==> config.mk <==
export PLATFORM = sky130hd
export DESIGN_NAME = ppwm_top
export DESIGN_NICKNAME = d
export VERILOG_FILES = /design/src/pkg/ppwm_pkg.sv /design/src/ppwm_channel.sv /design/src/ppwm_top.sv
export SDC_FILE = /design/constraint.sdc
export NUM_CORES = 2
export LEC_CHECK = 0
export ABC_AREA = 1
export BUFFER_PORTS_ARGS = -buffer_cell sky130_fd_sc_hd__buf_2
export CORE_MARGIN = 5
export CORE_UTILIZATION = 45
export DETAILED_ROUTE_END_ITERATION = 12
export SLEW_MARGIN = 0
export SYNTH_ARGS = -nofsm -noshare
export SYNTH_HDL_FRONTEND = slang
export SYNTH_SLANG_ARGS = --single-unit
==> constraint.sdc <==
create_clock -name core_clk -period 127.1 [get_ports core_clk]
set_input_delay 12.71 -clock core_clk [delete_from_list [all_inputs] [get_ports core_clk]]
set_output_delay 12.71 -clock core_clk [all_outputs]
set_load 0.05 [all_outputs]
==> src/pkg/ppwm_pkg.sv <==
// package: constants and carriers for the pin waveform generator
package ppwm_pkg;
  localparam int CLK_HZ = 250000000;
  localparam int TICK_HZ = 1000000;
  localparam int TICK_CYCLES = CLK_HZ / TICK_HZ;
  localparam int SQ_MAX_HZ = 4000000;
  // rounded up so the shortest legal half period never passes the ceiling
  localparam int SQ_MIN_HALF_CYCLES = (CLK_HZ + 2 * SQ_MAX_HZ - 1) / (2 * SQ_MAX_HZ);
  localparam int NUM_PINS = 16;
  localparam int PERIOD_W = 16;
  localparam int SQ_W = 24;
  localparam logic [7:0] SQ_DUTY_RESET = 8'h80;
  localparam logic [PERIOD_W-1:0] PERIOD_RESET = 16'h03e8;
  localparam logic [PERIOD_W-1:0] DUTY_RESET = 16'h0000;

  typedef enum logic [1:0] {
    ppwm_fn_gpio = 2'b00,
    ppwm_fn_pwm = 2'b01,
    ppwm_fn_square = 2'b10
  } ppwm_fn_type;

  typedef struct packed {
    ppwm_fn_type fn;
    logic gpio_level;
    logic [PERIOD_W-1:0] pwm_duty;
    logic [7:0] sq_duty;
  } ppwm_pin_cfg_type;
endpackage : ppwm_pkg

==> src/ppwm_channel.sv <==
// module: one pin's pwm / square-wave comparator
`timescale 1ns/1ps
`default_nettype none
module ppwm_channel (
  // clock and reset
  input wire logic core_clk,
  input wire logic reset,
  // shared timebases
  input wire logic [ppwm_pkg::PERIOD_W-1:0] pwm_count,
  input wire logic [7:0] sq_phase,
  input wire logic sq_run,
  // configuration
  input wire ppwm_pkg::ppwm_pin_cfg_type cfg,
  // pin
  output logic pin_out
);
  import ppwm_pkg::*;

  always_ff @(posedge core_clk or posedge reset) begin
    if (reset) begin
      pin_out <= 1'b0;
    end else begin
      case (cfg.fn)
        ppwm_fn_pwm: pin_out <= (pwm_count < cfg.pwm_duty);
        ppwm_fn_square: begin
          // stopped square wave parks low
          pin_out <= sq_run && (sq_phase < cfg.sq_duty);
        end
        default: pin_out <= cfg.gpio_level;
      endcase
    end
  end
endmodule : ppwm_channel
`default_nettype wire

==> src/ppwm_top.sv <==
// module: pin pwm and shared square-wave generator, sixteen pins
// What this block does
// - pwm selectable on any of sixteen pins
// - pwm up to 500 kHz (2 us period), duty 0-100%
// - duty resolution equals period in microseconds
// - square wave on sixteen pins, one frequency
// - separate square-wave duty per pin
// - square frequency 0 to 4 MHz, 50% default
`timescale 1ns/1ps
`default_nettype none
module ppwm_top #(
  parameter int NUM_PINS = ppwm_pkg::NUM_PINS
) (
  // clock and reset
  input wire logic core_clk,
  input wire logic reset,
  // pwm timebase: period in 1 us ticks, 0 or 1 stops the counter
  input wire logic [ppwm_pkg::PERIOD_W-1:0] pwm_period,
  // square wave: half period in core clocks, 0 means stopped
  input wire logic [ppwm_pkg::SQ_W-1:0] sq_half_cycles,
  // per-pin setup
  input wire ppwm_pkg::ppwm_pin_cfg_type [NUM_PINS-1:0] pin_cfg,
  // status
  output logic sq_running,
  output logic [ppwm_pkg::PERIOD_W-1:0] pwm_position,
  // pins
  output logic [NUM_PINS-1:0] general_signal_pin
);
  import ppwm_pkg::*;

  // square timebase: off, or playing the first or second half of a period
  typedef enum logic [1:0] {
    ppwm_sq_stopped = 2'b00,
    ppwm_sq_mark = 2'b01,
    ppwm_sq_space = 2'b10
  } ppwm_sq_state_type;

  logic [7:0] tick_div;
  logic tick;
  logic [PERIOD_W-1:0] pwm_count;
  logic [SQ_W-1:0] sq_half_eff;
  logic [SQ_W-1:0] sq_div;
  ppwm_sq_state_type sq_state;
  logic [7:0] sq_phase;
  logic sq_run;
  logic [NUM_PINS-1:0] pin_level;

  // below a 2 us period the pwm would pass 500 kHz, so the counter rests
  function automatic logic pwm_halted(input logic [PERIOD_W-1:0] period);
    return period < 16'h0002;
  endfunction : pwm_halted

  // last microsecond of the period
  function automatic logic pwm_last(
    input logic [PERIOD_W-1:0] count,
    input logic [PERIOD_W-1:0] period
  );
    return count >= period - 16'h0001;
  endfunction : pwm_last

  // settings that would pass 4 MHz are raised to the shortest legal half period
  function automatic logic [SQ_W-1:0] sq_clamp(input logic [SQ_W-1:0] half);
    logic [SQ_W-1:0] result;
    result = half;
    if (half != '0 && half < SQ_W'(SQ_MIN_HALF_CYCLES)) begin
      result = SQ_W'(SQ_MIN_HALF_CYCLES);
    end
    return result;
  endfunction : sq_clamp

  // last core clock of a half period; a zero setting ends it at once
  function automatic logic sq_last(
    input logic [SQ_W-1:0] pos,
    input logic [SQ_W-1:0] half
  );
    return (half == '0) || (pos >= half - SQ_W'(1));
  endfunction : sq_last

  // position inside a half period scaled to 0..127; a divider is costly,
  // but it keeps the per-pin duty independent of the frequency setting
  function automatic logic [6:0] sq_fine(
    input logic [SQ_W-1:0] pos,
    input logic [SQ_W-1:0] half
  );
    logic [31:0] scaled;
    scaled = 32'h0000_0000;
    if (half != '0) begin
      scaled = ({8'h00, pos} * 32'h0000_0080) / {8'h00, half};
    end
    return scaled[6:0];
  endfunction : sq_fine

  // 1 us tick from the 250 MHz clock
  always_ff @(posedge core_clk or posedge reset) begin
    if (reset) begin
      tick_div <= 8'h00;
    end else if (tick_div == 8'(TICK_CYCLES - 1)) begin
      tick_div <= 8'h00;
    end else begin
      tick_div <= tick_div + 8'h01;
    end
  end

  // tick is registered so the counter sees a clean one-clock pulse
  always_ff @(posedge core_clk or posedge reset) begin
    if (reset) begin
      tick <= 1'b0;
    end else begin
      tick <= (tick_div == 8'(TICK_CYCLES - 1));
    end
  end

  // period counter in microseconds gives 1:N resolution
  always_ff @(posedge core_clk or posedge reset) begin
    if (reset) begin
      pwm_count <= '0;
    end else if (pwm_halted(pwm_period)) begin
      pwm_count <= '0;
    end else if (pwm_count >= pwm_period) begin
      // a shortened period must not leave the count above it for a whole tick
      pwm_count <= '0;
    end else if (tick) begin
      if (pwm_last(pwm_count, pwm_period)) begin
        pwm_count <= '0;
      end else begin
        pwm_count <= pwm_count + 16'h0001;
      end
    end
  end

  // clamp so the square wave never exceeds 4 MHz
  always_comb begin
    sq_half_eff = sq_clamp(sq_half_cycles);
  end

  // one shared state machine drives every square pin at one frequency
  always_ff @(posedge core_clk or posedge reset) begin
    if (reset) begin
      sq_state <= ppwm_sq_stopped;
    end else begin
      case (sq_state)
        ppwm_sq_stopped: begin
          if (sq_half_eff != '0) begin
            sq_state <= ppwm_sq_mark;
          end
        end
        ppwm_sq_mark: begin
          if (sq_half_eff == '0) begin
            sq_state <= ppwm_sq_stopped;
          end else if (sq_last(sq_div, sq_half_eff)) begin
            sq_state <= ppwm_sq_space;
          end
        end
        ppwm_sq_space: begin
          if (sq_half_eff == '0) begin
            sq_state <= ppwm_sq_stopped;
          end else if (sq_last(sq_div, sq_half_eff)) begin
            sq_state <= ppwm_sq_mark;
          end
        end
        default: begin
          sq_state <= ppwm_sq_stopped;
        end
      endcase
    end
  end

  // core clocks spent in the current half period
  always_ff @(posedge core_clk or posedge reset) begin
    if (reset) begin
      sq_div <= '0;
    end else if (sq_state == ppwm_sq_stopped || sq_last(sq_div, sq_half_eff)) begin
      sq_div <= '0;
    end else begin
      sq_div <= sq_div + SQ_W'(1);
    end
  end

  // phase walks 0..255 once per period; a pin's 8-bit duty compares against it,
  // so 8'h80 gives the 50% mark-space
  // limitation: at the top frequencies a half period has fewer than 128 clocks,
  // so duty steps coarsen there
  assign sq_phase = {sq_state == ppwm_sq_space, sq_fine(sq_div, sq_half_eff)};
  assign sq_run = (sq_state != ppwm_sq_stopped);

  // each pin picks its own function and duty
  for (genvar i = 0; i < NUM_PINS; i++) begin : g_pin
    ppwm_channel u_channel (
      .core_clk(core_clk),
      .reset(reset),
      .pwm_count(pwm_count),
      .sq_phase(sq_phase),
      .sq_run(sq_run),
      .cfg(pin_cfg[i]),
      .pin_out(pin_level[i])
    );
  end

  // outputs straight from flip-flops
  always_ff @(posedge core_clk or posedge reset) begin
    if (reset) begin
      general_signal_pin <= '0;
    end else begin
      general_signal_pin <= pin_level;
    end
  end

  // status lags its timebase by one clock
  always_ff @(posedge core_clk or posedge reset) begin
    if (reset) begin
      sq_running <= 1'b0;
    end else begin
      sq_running <= sq_run;
    end
  end

  always_ff @(posedge core_clk or posedge reset) begin
    if (reset) begin
      pwm_position <= '0;
    end else begin
      pwm_position <= pwm_count;
    end
  end
endmodule : ppwm_top
`default_nettype wire

==> results.toml <==
[clocking]
clockBufferDepth = 2
htree_levels = 3
clkTransAtPathRegs_ps = 70
clk_latency_ps = 420
postCtsHoldBufs = 0
cts_root_buf = "clkbuf_16"
cts_num_sinks = 100
cts.repair.resized = 0
cts_setup_buffers = 0
cts_tree = "yes"
cts_buffers = 9

[timing]
rsz0062_at_grt = "false"
slew_viol_final = 0
setup_tns_ps = 0
period_needed_ps = 94030
setup-violations-final = 0
worst_pin_slew_ps = 1220
fin_skew_ps = 24.1
clock.fmax_mhz = 10.6
slew_headroom_pct = 18.7
whs_ps = 351
fin_crit_sh_pct = 74.0
final_hold_viol_count = 0

[die]
core_area_um2 = 91500
dieArea_um2 = 98200
start_util_pct = 45.3
fp.dieW_um = 313
die_h_um = 313
rows = 111
io_pins = 507

[flow_run]
maxCapViolations = 0

[place]
numPortBuffers = 506
gp_congestion = 0.974
hpwl_mm = 122
dp_cells = 8294

[synthesis]
synthesis.nets = 8018
yosys-top-cells-area = "ha_1 (27%), nand2_1 (14%), inv_1 (10%)"
seq_area_frac_synth_pct = 6.04
ys_types = 77
netlist_area_um2 = 41400
syn_avg_cell_area_um2 = 6.24
synth_top_area_cell = "ha_1"
yosys.area.top_type_share_pct = 27.5
synth_common_cells = "nand2_1 (1496), inv_1 (1146), ha_1 (910)"
synth_ff_type = "dfrtp_1"
yosysWarningCount = 0
synth-async-reset-ratio_pct = 100
synth_seq_cells = 100
synth_cells = 6634
synth-edff-count = 0
yosysMostFrequentCell = "nand2_1"

[power_and_ir_drop]
p_comb_share_pct = 65.7
switchingPower_mw = 0.102
p_clk_share_pct = 15.8
power_frac_seq_pct = 18.5
peakVddDrop_mv = 0.00797
p_int_mw = 0.0979
p_leak_nw = 28.1
power_mw = 0.200
swShare_pct = 51.0
p_per_area_nw_per_um2 = 4.36

[global_routing]
grt-ovfl-total = 0
grt_pass1_vias = 42200
use_met2_pct = 50.2
met3_usage_pct = 3.26
antenna_found_initial = 46
grt_max_degree = 57
met1_usage_pct = 37.3
grt-busiest-layer = "met2"
grt_pass1_wl_mm = 230
grt_use_total_pct = 29.2

[setup_path]
worstRegToRegCells = 550
cp_common_cell = "nand2_1"
critPathKind = "in -> reg"
crit_slowest_cell = "a21oi_2"
worst_ep_required_time_ps = 127430
start_kind = "input port"
endpoint_kind = "flip-flop"
cp-startpoint = "sq_half_cycles[15]"
timing.rr.start = "sq_div[1]"
worstPathArrival_ps = 94360
critPathMaxStageDelay_ps = 610
r2r_slack_ps = 46210
rr_endpoint = "g_pin[1].u_channel.pin_out"
critPathMaxFanout = 47

[hold_path]
hp-class = "reg -> reg"
min_from = "g_pin[7].u_channel.pin_out"
hold_depth = 0
hold_end = "general_signal_pin[7]"

[cells_and_area]
final_nets = 8503
multi_input_area_um2 = 33900
layout-drive-gt1-share_pct = 12.6
num-fill-cells = 9708
finalNonFillerCells = 8343
seq_area_um2 = 2500
area_growth_pct = 10.7

[routing]
detail_route.wl_per_cell_um = 18.0
wl_mm = 150
drt_first_pass_iters = 8
vias = 44800
dr.first_iter.drc_count = 2665
ant_nets = 0
viasPerCell = 5.37
route.detailed.drc = 0

[run_status]
run_status = "finished, final reports clean"
## worst max-delay path by stage
stage	endpoint	slack, ps	cells past startpoint
final	g_pin[1].u_channel.pin_out	33070	556
after global routing	g_pin[3].u_channel.pin_out	23280	557
after CTS	g_pin[1].u_channel.pin_out	33750	553
after detailed placement	g_pin[0].u_channel.pin_out	33520	555
after global placement	g_pin[0].u_channel.pin_out	35620	555
after floorplan	g_pin[12].u_channel.pin_out	42860	587
## sequential cells by signal (all words and copies together) (netlist names)
name,flops
g_pin.u_channel.pin_out,16
general_signal_pin,16
pwm_count,16
pwm_position,16
sq_div,24
sq_running,1
sq_state,2
tick,1
tick_div,8
## power by group through the flow
stage	registers [mW]	logic (mW)	clock network (mW)
finish	0.0371	0.131	0.0316
global route	0.0373	0.147	0.0333
CTS	0.0371	0.131	0.0326
detailed placement	0.0376	0.130	0
global placement	0.0376	0.129	0
floorplan	0.0411	0.0873	0
## critical path: cells and delay by family
kind,cells,cell delay [ps]
AO/OA/AOI/OAI,197,34240
AND/OR/NAND/NOR,239,26080
buffers and inverters,86,10700
adder cells (fa/ha/maj),31,9940
multiplexers,2,390
XOR/XNOR,1,140
## layout by cell type (no fill, tap or decap), drive strengths merged, types with 37 or more instances in the layout
cell	n
nor2	473
dfrtp	100
buf	567
nor3	82
inv	1207
nand4	99
a21oi	587
xnor2	157
a31oi	37
or2	74
nand3	269
nand2	1551
ha	910
xor2	217
o21ai	392
o21bai	47
o211ai	41
## stage by stage
stage / util [%] / worst slack [ps] / area, um2
4_1_cts: 50.0 / 33750 / 45800
3_5_place_dp: 49.7 / 33520 / 45500
2_1_floorplan: - / 42860 / 41400
5_1_grt: 50.1 / 23280 / 45800
6_report: 50.1 / 33070 / 45900
3_3_place_gp: 49.7 / 35620 / 45500
## kinds of logic (layout without fill, tap and decap cells)
logic type                 Yosys count  after routing  synth area share [%]
DFF                                100            100                  6.04
muxes                                3              3                0.0725
adders and majority gates          910            910                  27.5
xor gates and xnor gates           374            374                  7.91
buffers and inverters             1304           1794                  12.1
other                                1             34               0.00905
and+or+nand+nor                   2613           2613                  27.5
AOI/OAI and AO/OA                 1329           1329                  18.9
## metal layers
layer | wire length, um | vias up
met4 | 7110 | 14
li1 | - | 23000
met2 | 69000 | 1290
met1 | 65800 | 20200
met3 | 7940 | 263
met5 | 76 | -
## layout make-up
class,instances,share of cell area (%)
well taps,1186,3.24
diodes,33,0.180
clock inverters,5,0.131
inverters,1211,9.93
flip-flops and latches,100,5.46
repair buffers,567,6.52
multi-input cells,5230,74.0
clock buffers,11,0.551
No activity file was read; power rests on OpenSTA's default activity.
